--- config.mk ---
export PLATFORM = sky130hd
export DESIGN_NAME = crf_core_regs
export DESIGN_NICKNAME = d
export VERILOG_FILES = /design/src/design/crf_alu.v /design/src/design/crf_branch.v /design/src/design/crf_core_regs.v
export VERILOG_INCLUDE_DIRS = /design/src /design/src/design
export SDC_FILE = /design/constraint.sdc
export NUM_CORES = 1
export LEC_CHECK = 0
export ABC_AREA = 1
export ABC_CLOCK_PERIOD_IN_PS = 7700
export BUFFER_PORTS_ARGS = -buffer_cell sky130_fd_sc_hd__clkbuf_2
export CAP_MARGIN = 20
export CORE_ASPECT_RATIO = 0.5
export CORE_MARGIN = 4
export CORE_UTILIZATION = 62
export CTS_BUF_LIST = sky130_fd_sc_hd__clkbuf_8 sky130_fd_sc_hd__clkbuf_16
export DETAILED_ROUTE_END_ITERATION = 6
export PLACE_DENSITY_LB_ADDON = 0.15
export SYNTH_ARGS = -nofsm -noshare
export SYNTH_HDL_FRONTEND = slang
export SYNTH_SLANG_ARGS = --single-unit
export TNS_END_PERCENT = 20
--- constraint.sdc ---
create_clock -name clk -period 7.7 [get_ports clk]
set_clock_uncertainty 0.05 [all_clocks]
set_input_delay 0 -clock clk [delete_from_list [all_inputs] [get_ports clk]]
set_output_delay 0 -clock clk [all_outputs]
set_load 0.02 [all_outputs]
--- src/design/crf_regs.vh ---
// constants shared by the core register set and its helpers
`ifndef CRF_REGS_VH
`define CRF_REGS_VH

// condition flag bit positions
`define CRF_CC_C        0
`define CRF_CC_Z        1
`define CRF_CC_N        2
`define CRF_CC_PL       3
`define CRF_CC_H        4
`define CRF_CC_PH       5
`define CRF_CC_ONE_LO   6
`define CRF_CC_ONE_HI   7
// undefined reset bits are taken as zero
`define CRF_CC_RESET    8'hE8
`define CRF_CC_FIXED    8'hC0

// priority field values {high, low}
`define CRF_PRI_LEVEL0  2'h2
`define CRF_PRI_LEVEL3  2'h3

`define CRF_SP_HIGH     8'h01
`define CRF_SP_LO_RESET 8'hFF
`define CRF_REG_RESET   8'h00
`define CRF_PC_RESET    16'h0000
`define CRF_ONE8        8'h01
`define CRF_ONE16       16'h0001

// alu operations
`define CRF_ALU_ADD     4'h0
`define CRF_ALU_ADC     4'h1
`define CRF_ALU_SUB     4'h2
`define CRF_ALU_SBC     4'h3
`define CRF_ALU_AND     4'h4
`define CRF_ALU_OR      4'h5
`define CRF_ALU_XOR     4'h6
`define CRF_ALU_LD      4'h7
`define CRF_ALU_CPL     4'h8
`define CRF_ALU_NEG     4'h9
`define CRF_ALU_INC     4'hA
`define CRF_ALU_DEC     4'hB
`define CRF_ALU_SLL     4'hC
`define CRF_ALU_SRL     4'hD
`define CRF_ALU_RLC     4'hE
`define CRF_ALU_RRC     4'hF

// alu operand source and destination
`define CRF_SRC_A       2'h0
`define CRF_SRC_X       2'h1
`define CRF_SRC_Y       2'h2
`define CRF_DST_A       2'h0
`define CRF_DST_X       2'h1
`define CRF_DST_Y       2'h2
`define CRF_DST_NONE    2'h3

// direct register write select
`define CRF_WR_A        3'h0
`define CRF_WR_X        3'h1
`define CRF_WR_Y        3'h2
`define CRF_WR_PCL      3'h3
`define CRF_WR_PCH      3'h4
`define CRF_WR_CC       3'h5
`define CRF_WR_SPL      3'h6

// flag instructions
`define CRF_FOP_NONE    3'h0
`define CRF_FOP_SCF     3'h1
`define CRF_FOP_RCF     3'h2
`define CRF_FOP_RIM     3'h3
`define CRF_FOP_SIM     3'h4
`define CRF_FOP_HALT    3'h5
`define CRF_FOP_WFI     3'h6

// branch conditions
`define CRF_BR_ALWAYS   4'h0
`define CRF_BR_NEVER    4'h1
`define CRF_BR_H        4'h2
`define CRF_BR_NH       4'h3
`define CRF_BR_MI       4'h4
`define CRF_BR_PL       4'h5
`define CRF_BR_EQ       4'h6
`define CRF_BR_NE       4'h7
`define CRF_BR_C        4'h8
`define CRF_BR_NC       4'h9

// context byte index, in push order
`define CRF_CTX_PCL     3'h0
`define CRF_CTX_PCH     3'h1
`define CRF_CTX_X       3'h2
`define CRF_CTX_A       3'h3
`define CRF_CTX_CC      3'h4
`define CRF_LEN_IRQ     3'h5
`define CRF_LEN_CALL    3'h2
`define CRF_STEP_ONE    3'h1

`endif

--- src/design/crf_alu.v ---
// eight-bit arithmetic and logic unit with flag outputs
`include "crf_regs.vh"

module crf_alu (
    input  wire [3:0] op,
    input  wire [7:0] opa,
    input  wire [7:0] opb,
    input  wire       cin,
    output reg  [7:0] res,
    output reg        hc,
    output reg        cout,
    output reg        upd_h,
    output reg        upd_c
);
    reg [8:0] wide;
    reg [4:0] nib;

    always @* begin
        wide  = 9'h000;
        nib   = 5'h00;
        res   = 8'h00;
        hc    = 1'b0;
        cout  = 1'b0;
        upd_h = 1'b0;
        upd_c = 1'b0;
        case (op)
            `CRF_ALU_ADD, `CRF_ALU_ADC: begin
                wide  = {1'b0, opa} + {1'b0, opb}
                      + {8'h00, cin & op[0]};
                nib   = {1'b0, opa[3:0]} + {1'b0, opb[3:0]}
                      + {4'h0, cin & op[0]};
                res   = wide[7:0];
                hc    = nib[4];
                cout  = wide[8];
                upd_h = 1'b1;
                upd_c = 1'b1;
            end
            `CRF_ALU_SUB, `CRF_ALU_SBC, `CRF_ALU_NEG: begin
                if (op == `CRF_ALU_NEG)
                    wide = 9'h000 - {1'b0, opa};
                else
                    wide = {1'b0, opa} - {1'b0, opb}
                         - {8'h00, cin & op[0]};
                res   = wide[7:0];
                cout  = wide[8];
                upd_c = 1'b1;
            end
            `CRF_ALU_AND: res = opa & opb;
            `CRF_ALU_OR:  res = opa | opb;
            `CRF_ALU_XOR: res = opa ^ opb;
            `CRF_ALU_LD:  res = opb;
            `CRF_ALU_CPL: res = ~opa;
            `CRF_ALU_INC: res = opa + `CRF_ONE8;
            `CRF_ALU_DEC: res = opa - `CRF_ONE8;
            `CRF_ALU_SLL: begin
                res   = {opa[6:0], 1'b0};
                cout  = opa[7];
                upd_c = 1'b1;
            end
            `CRF_ALU_SRL: begin
                res   = {1'b0, opa[7:1]};
                cout  = opa[0];
                upd_c = 1'b1;
            end
            `CRF_ALU_RLC: begin
                res   = {opa[6:0], cin};
                cout  = opa[7];
                upd_c = 1'b1;
            end
            default: begin
                res   = {cin, opa[7:1]};
                cout  = opa[0];
                upd_c = 1'b1;
            end
        endcase
    end
endmodule

--- src/design/crf_branch.v ---
// branch condition test on the condition flags
`include "crf_regs.vh"

module crf_branch (
    input  wire [3:0] cond,
    input  wire [7:0] flags,
    output reg        taken
);
    always @* begin
        case (cond)
            `CRF_BR_ALWAYS: taken = 1'b1;
            `CRF_BR_H:      taken = flags[`CRF_CC_H];
            `CRF_BR_NH:     taken = ~flags[`CRF_CC_H];
            `CRF_BR_MI:     taken = flags[`CRF_CC_N];
            `CRF_BR_PL:     taken = ~flags[`CRF_CC_N];
            `CRF_BR_EQ:     taken = flags[`CRF_CC_Z];
            `CRF_BR_NE:     taken = ~flags[`CRF_CC_Z];
            `CRF_BR_C:      taken = flags[`CRF_CC_C];
            `CRF_BR_NC:     taken = ~flags[`CRF_CC_C];
            default:        taken = 1'b0;
        endcase
    end
endmodule

--- src/design/crf_core_regs.v ---
// programmer-visible core registers, flags and context stack sequencer
//
// Notes on behaviour
// - six working registers, not memory mapped, reached only by commands.
// - eight-bit accumulator feeds and receives alu operations.
// - two eight-bit index registers, address forming or scratch data.
// - interrupt context save and restore never touch the second index.
// - sixteen-bit program counter split into low and high bytes.
// - eight-bit flag register, reset 111x1xxx, bits 7 and 6 read one.
// - whole flag register pushable and poppable; flags set and tested singly.
// - add and add-with-carry set half carry from bit 3 carry, else clear.
// - branches taken on half carry set or clear.
// - negative flag copies bit 7 of each alu result.
// - zero flag set when the alu result is zero, else cleared.
// - carry flag shows arithmetic overflow or borrow; hardware or software.
// - set/clear carry, carry branches, bit test, shifts and rotates use carry.
// - branches on minus, plus, equal and not equal.
// - bits 5,3 give priority: 10 main, 01 one, 00 two, 11 disabled.
// - interrupt entry loads priority bits from the serviced source.
// - priority changed by enable, disable, return, halt, wait, pop.
// - stack pointer high byte forced, points at next free, resets 01FF.
// - call pushes two bytes, interrupt pushes five starting with pc low.
`include "crf_regs.vh"

module crf_core_regs (
    input  wire        clk,
    input  wire        nrst,
    input  wire        alu_valid,
    input  wire [3:0]  alu_op,
    input  wire [1:0]  alu_src,
    input  wire [1:0]  alu_dst,
    input  wire [7:0]  alu_operand,
    input  wire        wr_en,
    input  wire [2:0]  wr_sel,
    input  wire [7:0]  wr_data,
    input  wire [2:0]  flag_op,
    input  wire        bit_test_valid,
    input  wire        bit_test_value,
    input  wire        br_valid,
    input  wire [3:0]  br_cond,
    input  wire [7:0]  br_offset,
    output wire        br_taken,
    input  wire        pc_inc,
    input  wire        pc_load,
    input  wire [15:0] pc_load_val,
    input  wire        sp_dec,
    input  wire        sp_inc,
    input  wire        sp_rst,
    input  wire        irq_entry,
    input  wire [1:0]  irq_priority,
    input  wire        call_entry,
    input  wire        interrupt_return_instr_start,
    input  wire        ret_start,
    output wire        seq_busy,
    output wire        stk_we,
    output wire        stk_re,
    output wire [15:0] stk_addr,
    output wire [7:0]  stk_wdata,
    input  wire [7:0]  stk_rdata,
    output wire [7:0]  accumulator,
    output wire [7:0]  index_first,
    output wire [7:0]  index_second,
    output wire [15:0] program_counter,
    output wire [7:0]  condition_flags,
    output wire [15:0] stack_pointer
);
    localparam [1:0] ST_IDLE = 2'h0;
    localparam [1:0] ST_PUSH = 2'h1;
    localparam [1:0] ST_POP  = 2'h2;

    reg  [7:0]  a_q, a_d, x_q, x_d, y_q, y_d, cc_q, cc_d, sp_q, sp_d;
    reg  [15:0] pc_q, pc_d;
    reg  [1:0]  st_q, st_d;
    reg  [2:0]  len_q, len_d, step_q, step_d;
    reg         irq_q, irq_d;
    reg  [1:0]  pri_q, pri_d;
    reg         cap_q, cap_d;
    reg  [2:0]  cap_idx_q, cap_idx_d;
    reg         we_q, we_d, re_q, re_d;
    reg  [15:0] addr_q, addr_d;
    reg  [7:0]  wdata_q, wdata_d;
    reg  [7:0]  opa;
    reg  [7:0]  ctx_byte;
    wire [2:0]  pop_idx;
    wire        last_step;
    wire [7:0]  alu_res;
    wire        alu_h, alu_c, alu_upd_h, alu_upd_c;

    ////////////////////////////////////////////////////////////////////////
    // datapath helpers

    always @* begin
        case (alu_src)
            `CRF_SRC_X: opa = x_q;
            `CRF_SRC_Y: opa = y_q;
            default:    opa = a_q;
        endcase
    end

    crf_alu u_alu (
        .op    (alu_op),
        .opa   (opa),
        .opb   (alu_operand),
        .cin   (cc_q[`CRF_CC_C]),
        .res   (alu_res),
        .hc    (alu_h),
        .cout  (alu_c),
        .upd_h (alu_upd_h),
        .upd_c (alu_upd_c)
    );

    crf_branch u_branch (
        .cond  (br_cond),
        .flags (cc_q),
        .taken (br_taken)
    );

    // pops walk the push order backwards
    assign pop_idx   = len_q - `CRF_STEP_ONE - step_q;
    assign last_step = (step_q == len_q - `CRF_STEP_ONE);

    // second index is absent from the context on purpose
    always @* begin
        case (st_q == ST_POP ? pop_idx : step_q)
            `CRF_CTX_PCL: ctx_byte = pc_q[7:0];
            `CRF_CTX_PCH: ctx_byte = pc_q[15:8];
            `CRF_CTX_X:   ctx_byte = x_q;
            `CRF_CTX_A:   ctx_byte = a_q;
            default:      ctx_byte = cc_q;
        endcase
    end

    ////////////////////////////////////////////////////////////////////////
    // next state of registers; later statements take priority

    always @* begin
        a_d = a_q;
        x_d = x_q;
        y_d = y_q;
        pc_d = pc_q;
        cc_d = cc_q;  // untouched flags hold
        sp_d = sp_q;
        st_d = st_q;
        len_d = len_q;
        step_d = step_q;
        irq_d = irq_q;
        pri_d = pri_q;
        cap_d = 1'b0;
        cap_idx_d = cap_idx_q;
        we_d = 1'b0;
        re_d = 1'b0;
        addr_d = addr_q;
        wdata_d = wdata_q;

        if (pc_inc)
            pc_d = pc_q + `CRF_ONE16;
        if (br_valid && br_taken)
            pc_d = pc_q + {{8{br_offset[7]}}, br_offset};
        if (pc_load)
            pc_d = pc_load_val;

        if (alu_valid) begin
            case (alu_dst)
                `CRF_DST_A: a_d = alu_res;
                `CRF_DST_X: x_d = alu_res;
                `CRF_DST_Y: y_d = alu_res;
                default:    a_d = a_q;
            endcase
            cc_d[`CRF_CC_N] = alu_res[7];
            cc_d[`CRF_CC_Z] = (alu_res == 8'h00);
            if (alu_upd_h)
                cc_d[`CRF_CC_H] = alu_h;
            if (alu_upd_c)
                cc_d[`CRF_CC_C] = alu_c;
        end
        if (bit_test_valid)
            cc_d[`CRF_CC_C] = bit_test_value;

        case (flag_op)
            `CRF_FOP_SCF: cc_d[`CRF_CC_C] = 1'b1;
            `CRF_FOP_RCF: cc_d[`CRF_CC_C] = 1'b0;
            `CRF_FOP_SIM:
                {cc_d[`CRF_CC_PH], cc_d[`CRF_CC_PL]} =
                    `CRF_PRI_LEVEL3;
            `CRF_FOP_RIM, `CRF_FOP_HALT, `CRF_FOP_WFI:
                {cc_d[`CRF_CC_PH], cc_d[`CRF_CC_PL]} =
                    `CRF_PRI_LEVEL0;
            default: cc_d = cc_d;
        endcase

        if (wr_en) begin
            case (wr_sel)
                `CRF_WR_A:   a_d = wr_data;
                `CRF_WR_X:   x_d = wr_data;
                `CRF_WR_Y:   y_d = wr_data;
                `CRF_WR_PCL: pc_d[7:0] = wr_data;
                `CRF_WR_PCH: pc_d[15:8] = wr_data;
                `CRF_WR_CC:  cc_d = wr_data | `CRF_CC_FIXED;
                `CRF_WR_SPL: sp_d = wr_data;
                default:     a_d = a_d;
            endcase
        end

        if (sp_rst)
            sp_d = `CRF_SP_LO_RESET;
        else if (sp_dec)
            sp_d = sp_q - `CRF_ONE8;
        else if (sp_inc)
            sp_d = sp_q + `CRF_ONE8;

        case (st_q)
            ST_IDLE: begin
                step_d = 3'h0;
                if (irq_entry || call_entry) begin
                    st_d = ST_PUSH;
                    irq_d = irq_entry;
                    pri_d = irq_priority;
                    len_d = irq_entry ? `CRF_LEN_IRQ : `CRF_LEN_CALL;
                end else if (interrupt_return_instr_start || ret_start) begin
                    st_d = ST_POP;
                    irq_d = interrupt_return_instr_start;
                    len_d = interrupt_return_instr_start ? `CRF_LEN_IRQ : `CRF_LEN_CALL;
                end
            end
            ST_PUSH: begin
                // write at the free slot, then move down
                we_d = 1'b1;
                addr_d = {`CRF_SP_HIGH, sp_q};
                wdata_d = ctx_byte;
                sp_d = sp_q - `CRF_ONE8;
                step_d = step_q + `CRF_STEP_ONE;
                if (last_step) begin
                    st_d = ST_IDLE;
                    // old flags were pushed before the level changes
                    if (irq_q)
                        {cc_d[`CRF_CC_PH], cc_d[`CRF_CC_PL]} =
                            pri_q;
                end
            end
            ST_POP: begin
                re_d = 1'b1;
                addr_d = {`CRF_SP_HIGH, sp_q + `CRF_ONE8};
                sp_d = sp_q + `CRF_ONE8;
                cap_d = 1'b1;
                cap_idx_d = pop_idx;
                step_d = step_q + `CRF_STEP_ONE;
                if (last_step)
                    st_d = ST_IDLE;
            end
            default: st_d = ST_IDLE;
        endcase

        // read data is captured in the same cycle as the read strobe
        if (cap_q) begin
            case (cap_idx_q)
                `CRF_CTX_PCL: pc_d[7:0] = stk_rdata;
                `CRF_CTX_PCH: pc_d[15:8] = stk_rdata;
                `CRF_CTX_X:   x_d = stk_rdata;
                `CRF_CTX_A:   a_d = stk_rdata;
                default:      cc_d = stk_rdata | `CRF_CC_FIXED;
            endcase
        end
    end

    ////////////////////////////////////////////////////////////////////////
    // state registers

    always @(posedge clk or negedge nrst) begin
        if (!nrst) begin
            a_q <= `CRF_REG_RESET;
            x_q <= `CRF_REG_RESET;
            y_q <= `CRF_REG_RESET;
            pc_q <= `CRF_PC_RESET;
            cc_q <= `CRF_CC_RESET;
            sp_q <= `CRF_SP_LO_RESET;
            st_q <= ST_IDLE;
            len_q <= 3'h0;
            step_q <= 3'h0;
            irq_q <= 1'b0;
            pri_q <= 2'h0;
            cap_q <= 1'b0;
            cap_idx_q <= 3'h0;
            we_q <= 1'b0;
            re_q <= 1'b0;
            addr_q <= 16'h0000;
            wdata_q <= 8'h00;
        end else begin
            a_q <= a_d;
            x_q <= x_d;
            y_q <= y_d;
            pc_q <= pc_d;
            cc_q <= cc_d;
            sp_q <= sp_d;
            st_q <= st_d;
            len_q <= len_d;
            step_q <= step_d;
            irq_q <= irq_d;
            pri_q <= pri_d;
            cap_q <= cap_d;
            cap_idx_q <= cap_idx_d;
            we_q <= we_d;
            re_q <= re_d;
            addr_q <= addr_d;
            wdata_q <= wdata_d;
        end
    end

    ////////////////////////////////////////////////////////////////////////
    // outputs

    assign seq_busy        = (st_q != ST_IDLE) | cap_q;
    assign stk_we          = we_q;
    assign stk_re          = re_q;
    assign stk_addr        = addr_q;
    assign stk_wdata       = wdata_q;
    assign accumulator     = a_q;
    assign index_first     = x_q;
    assign index_second    = y_q;
    assign program_counter = pc_q;
    assign condition_flags = cc_q;
    assign stack_pointer   = {`CRF_SP_HIGH, sp_q};
endmodule

# Word level (Yosys, flattened, before mapping)
# Cells that the tools add are included.
# totals
inputBits,84
out_inout_bits,92
register_bits,96
wordCells,192
# op_classes
n_reduce_logical,29
mux,72
addsub,16
n_eq_ne,49
n_bitwise,10
# op_table
op,count
two-way mux 8 bit,29
case mux 8 bit (12 select lines),1
two-way mux 16 bit,5
== test 4 bit (second input constant),9
== test 4 x 3 -> 1 bit (second input constant),8
case mux 16 bit (2 select lines),1
case mux 8 bit (2 select lines),2
case mux 8 bit (4 select lines),1
== test 3 x 2 -> 1 bit (second input constant),8
== test 3 bit (second input constant),6
two-way mux 3 bit,6
two-way mux 1 bit,17
adder 16 x 1 -> 16 bit (second input constant),1
adder 16 bit,1
adder 8 x 1 -> 8 bit (second input constant),2
== test 4 x 2 -> 1 bit (second input constant),4
subtractor 8 x 1 -> 8 bit (second input constant),2
== test 3 x 1 -> 1 bit (second input constant),4
nonzero test 6 bit,2
adder 8 x 8 -> 9 bit,1
adder 9 x 1 -> 9 bit,1
zero test 3 bit,3
two-way mux 9 bit,1
case mux 1 bit (9 select lines),1
37 further kinds,60

# Depth between registers and ports, before layout
# depth
ltp_word,17
ltp_mapped,25
ltp_nobuf,24

# Cells and area by module
# A second synthesis with hierarchy kept.
# unflattened
cells_unflattened,1518
hier_area_um2,9437.8
# modules_own_cells
mod,n_inst,cells_each,area_per_inst_um2,seq_area_each_um2
crf_core_regs,1,1092,7118.1,2192.1
crf_alu,1,404,2223.4,0.0
crf_branch,1,22,96.3,0.0

# Worst setup path before layout
# Ideal clock, no wire load.
# synth_path
kind,input-to-reg
startpoint,input port alu_src[0]
endpoint,register cc_q[1] (netlist: condition_flags[1])
path_slack_ns,4.894
required_ns,7.585
path_stages,22
path_buffers,1
t_arrival_ns,2.691
setup_time_ns,0.065
cell_sequence,inv_1 > ha_1 > buf_4 > inv_4 > nand3_1 > nand2_2 > inv_2 > fa_1 > fa_1 > nand3_1 > nand3_1 > nand3_1 > nand3_1 > nor2_1 > nand2_1 > nor2_2 > nand3_1 > nor2_1 > nand3_1 > nand2_1 > nand2_1 > nand2_1
# synth_between
elab_chain_cells,12
elab_cells_between_ends,22
classes_between,add/sub: 7; eq/ne: 2; mux: 8; bitwise: 4; reduce/logical: 1
# synth_lines
element,line,text
start: declaration,crf_core_regs.v:30,"input wire [1:0] alu_src,"
== test 2 bit or == test 2 x 1 -> 1 bit (tied branches),crf_core_regs.v:93,case (alu_src)
case mux 8 bit (2 select lines) *,crf_core_regs.v:93,
subtractor 8 x 8 -> 9 bit,crf_alu.v:42,"wide = {1'b0, opa} - {1'b0, opb}"
subtractor 9 x 1 -> 9 bit,crf_alu.v:43,"- {8'h00, cin & op[0]};"
two-way mux 9 bit,crf_alu.v:39,if (op == `CRF_ALU_NEG)
case mux 8 bit (12 select lines) *,crf_alu.v:26,case (op)
zero test 8 bit *,crf_core_regs.v:170,cc_d[`CRF_CC_Z] = (alu_res == 8'h00);
two-way mux 3 bit *,crf_core_regs.v:162,if (alu_valid) begin
two-way mux 8 bit,crf_core_regs.v:192,case (wr_sel)
two-way mux 8 bit *,crf_core_regs.v:191,if (wr_en) begin
two-way mux 8 bit,crf_core_regs.v:255,case (cap_idx_q)
two-way mux 8 bit *,crf_core_regs.v:254,if (cap_q) begin
via cc_d[1],crf_core_regs.v:71,"reg [7:0] a_q, a_d, x_q, x_d, y_q, y_d, cc_q, cc_d, sp_q, sp_d;"
end signal: assignment,crf_core_regs.v:274,cc_q <= `CRF_CC_RESET;
end: declaration,crf_core_regs.v:71,
# The timed path passes the listed nets; every way through them passes the cells marked *.
# A chain may end at the register's enable or synchronous reset.

# Worst setup path after layout
# layout_path
startpoint,register a_q[0] (netlist: accumulator[0])
endpoint,register cc_q[0] (netlist: condition_flags[0])
# layout_between
elab_chain_cells,13
elab_cells_between_ends,16
classes_between,add/sub: 5; mux: 11
# layout_lines
element,line,text
start: declaration,crf_core_regs.v:71,
start signal: assignment,crf_core_regs.v:270,a_q <= `CRF_REG_RESET;
case mux 8 bit (2 select lines) *,crf_core_regs.v:93,
subtractor 8 x 8 -> 9 bit,crf_alu.v:42,
subtractor 9 x 1 -> 9 bit,crf_alu.v:43,
two-way mux 9 bit,crf_alu.v:39,
case mux 1 bit (3 select lines) *,crf_alu.v:26,
two-way mux 1 bit *,crf_core_regs.v:173,if (alu_upd_c)
two-way mux 3 bit *,crf_core_regs.v:162,
two-way mux 1 bit *,crf_core_regs.v:176,if (bit_test_valid)
case mux 1 bit (2 select lines) *,crf_core_regs.v:179,case (flag_op)
two-way mux 8 bit,crf_core_regs.v:192,
two-way mux 8 bit *,crf_core_regs.v:191,
two-way mux 8 bit,crf_core_regs.v:255,
two-way mux 8 bit *,crf_core_regs.v:254,
via cc_d[0],crf_core_regs.v:71,
# Marked as above.

==> flow_summary.toml <==
[logic_synthesis]
syn-instance-count = 1479
synth_xor_area_share_pct = 3.78
yosysTopAreaCellShare_pct = 20.3
synth_top_family_by_area = "simple AND/OR/NAND/NOR gates"
ys_ff_latch = 87
ys_seq_area_share_pct = 23.7
synth_cell_types = 51
syn-cell-area_mm2 = 0.00927
synth_edf_count = 0
synth_top_cell_by_area = "dfrtp_1"
synth_ff_type = "dfrtp_1"
synth_area_leaders = "dfrtp_1, nand2_1, ha_1, inv_1, nand3_1"
yosys.area_share.simple_pct = 36.6
synth_adder_area_share_pct = 9.88
ys_async_sr_fraction_pct = 100
synth_mux_area_share_pct = 0.243
postSynthAreaPerCell_um2 = 6.27
synth-compound-area-share_pct = 15.3
ys_warn_count = 0

[placement]
io_buffers = 160
routabilityCongestion = 1.03
dp_hpwl_um = 26400
pre_cts_ws_ns = 4.39

[sta]
setup-tns-final_ns = 0
final_max_slew_viol_count = 0
fin_ws_ns = 3.93
rsz0062_at_grt = "false"
max_slew_margin_pct = 47.1
post-route-period-util_pct = 48.9
final-hold-violation-count = 0
max_freq_mhz = 265
post-route-min-period_ns = 3.77
finalSetupViolations = 0
worst_pin_slew_ns = 0.791

[floorplan]
core_mm2 = 0.0145
die_x_um = 181
start_util_pct = 63.7
dieArea_mm2 = 0.0171
rows = 31
die_y_um = 94.5
ioPinCount = 176

[critical_path]
cpPeakStageDelay_ns = 0.55
path_delay_family = "simple AND/OR/NAND/NOR gates"
cp-end-kind = "flip-flop"
worstPathArrival_ns = 3.96
critPathRequiredTime_ns = 7.89
crit_top_cell = "nand2_1"
worst_setup_path_start_kind = "flip-flop"
cp_cell_sequence = "inv_1 -> nand2_1 -> nand2_2 -> inv_2 -> fa_1 -> fa_1 -> nand3_1 -> nand2_1 -> nand4_1 -> nand3_1 -> nand2_1 -> o21bai_1 -> o21ai_0 -> nand2_1 -> nand2_1 -> nand2_1 -> nand2_1 -> nand2_1 -> nand2_1 -> nand2_1 -> dlygate4sd3_1"
reg2reg_from = "accumulator[0]"
crit_path_start = "accumulator[0]"
critPathKind = "flip-flop to flip-flop"
crit_fanout = 11
cp_slowest_cell = "dlygate4sd3_1"
path_buf_inv = 3

[finish]
fillCellCount = 1173
final_common_cell = "nand2_1"
diodes = 0
fin_util_pct = 74.3
mostFrequentLayoutCells = "nand2_1, inv_1, clkbuf_2"
areaGrowthSynthToFinish_pct = 16.5
layout.nets = 1804
register_area_mm2 = 0.00219
drive_gt1_share_pct = 14.5
multi_input_area_mm2 = 0.00616

[pwr]
p_leak_nw = 5.74
power_density_mw_per_mm2 = 330
irDropWorstVdd_uv = 314

[global_route]
grt_use_total_pct = 40.8
grt_pass1_wl_um = 55600
grt_max_degree = 88
grt.overflow.total = 0
grt_pass1_vias = 10700
antenna_found_initial = 1

[clock_network]
cts.repair.resized = 0
numCtsBuffers = 9
clockRootBuffer = "clkbuf_16"
clk_latency_ns = 0.35
path_clk_slew_ns = 0.07
clk_path_buf_depth = 2
clkSinkCount = 87
cts_tree = "yes"
cts-htree-levels = 3

[hold_path]
hp-class = "primary input to flip-flop"
hp-start = "pc_load_val[6]"

[flow_run]
max-cap-violations = 0

[drt]
drc_errors = 23
viasPerCell = 6.17
drtIter0Drc = 1509
first_pass_iters = 7
wl_um = 35600
post_drt_wl_per_cell_um = 19.2
vias = 11400
ant_nets = 0

[outcome]
violations = "design-rule violations"
status = "finished, violations left"
-- where the power goes --
| part | internal (mW) | switching [mW] | total (mW) |
|---|---|---|---|
| clock network | 0.282 | 0.197 | 0.479 |
| registers | 0.660 | 0.261 | 0.920 |
| logic | 0.710 | 1.45 | 2.16 |
-- cell families (layout without fill, tap and decap cells) --
kind of cell	Yosys count	in the layout
and+or+nand+nor	787	787
AOI/OAI and AO/OA	258	258
buffers and inverters	234	398
DFF	87	87
adders and majority gates	69	69
xor gates and xnor gates	40	40
other	2	15
muxes	2	2
-- stage by stage --
stage / cells / hold WS (ns) / cell area (um2) / total power [mW]
floorplan: 1492 / -0.346 / 9320 / 2.29
detailed placement: 1804 / 0.199 / 10100 / 2.95
global route: 1854 / 0.00167 / 10800 / 3.80
finish: 1854 / 0.00467 / 10800 / 3.56
global placement: 1804 / 0.184 / 10100 / 2.88
CTS: 1853 / 0.00408 / 10800 / 3.46
-- Yosys cell counts (4+ instances only) --
library cell and n:
nand4_1 26, o21bai_1 6, nor2_4 5, xor2_1 31, dfstp_2 12, o21ai_1 13
inv_1 176, a31oi_1 7, inv_2 6, or2_2 4, clkbuf_1 17, nand2_1 447
nor2_2 12, o21a_1 4, o22ai_1 12, nor2_1 125, nand3b_1 7, o21ai_0 102
ha_1 62, buf_4 18, xnor2_1 9, nand3_1 126, nand2_4 4, o31ai_1 4
nand2_2 8, o211ai_1 8, dfrtp_1 75, a21oi_1 88, buf_2 10, nor3_1 16
fa_1 7
-- worst paths after layout --
path                                            to  slack, ns  cells after the start
worst max-delay path            condition_flags[0]       3.93                     21
worst min-delay path            program_counter[6]      0.005                      5
worst max register to register  condition_flags[0]       3.93                     21
worst min register to register        stk_wdata[3]       0.45                      2
max in group asynchronous       condition_flags[6]       6.93                      3
min in group asynchronous              stk_addr[0]       0.01                      2
-- registers in the layout, indices dropped and copies added, names as in the netlist, 2 cells and up --
register         count
program_counter     16
stk_addr             9
accumulator          8
condition_flags      8
index_first          8
index_second         8
sp_q                 8
stk_wdata            8
cap_idx_q            3
step_q               3
len_q                2
pri_q                2
st_q                 2
-- worst min-delay path, stage by stage --
cell and delay, ns:
clkbuf_2 0.08, nand2_1 0.06, nand2_1 0.06, a21oi_1 0.04, o21ai_0 0.13
-- cell type report --
| type | count | area share [%] |
|---|---|---|
| inverter | 187 | 6.53 |
| multi-input combinational | 1171 | 57.0 |
| clock buffer | 12 | 2.47 |
| tap | 198 | 2.29 |
| clock inverter | 4 | 0.544 |
| timing repair buffer | 195 | 10.8 |
| sequential | 87 | 20.3 |
-- routing by layer --
| metal | vias to the layer above | global-route usage [%] | wire length [um] |
|---|---|---|---|
| met1 | 5155 | 50.9 | 13000 |
| met2 | 900 | 66.4 | 15700 |
| met3 | 227 | 9.08 | 4540 |
| met5 | - | 0 | 7 |
| li1 | 5151 | - | - |
| met4 | 2 | 23.5 | 2390 |
-- repair_timing --
action,4_1_cts,5_1_grt
endpoints found under the hold margin,115,0
hold buffers,33,0
setup buffers,0,0
Note: power is estimated with default switching activity, not from simulation.
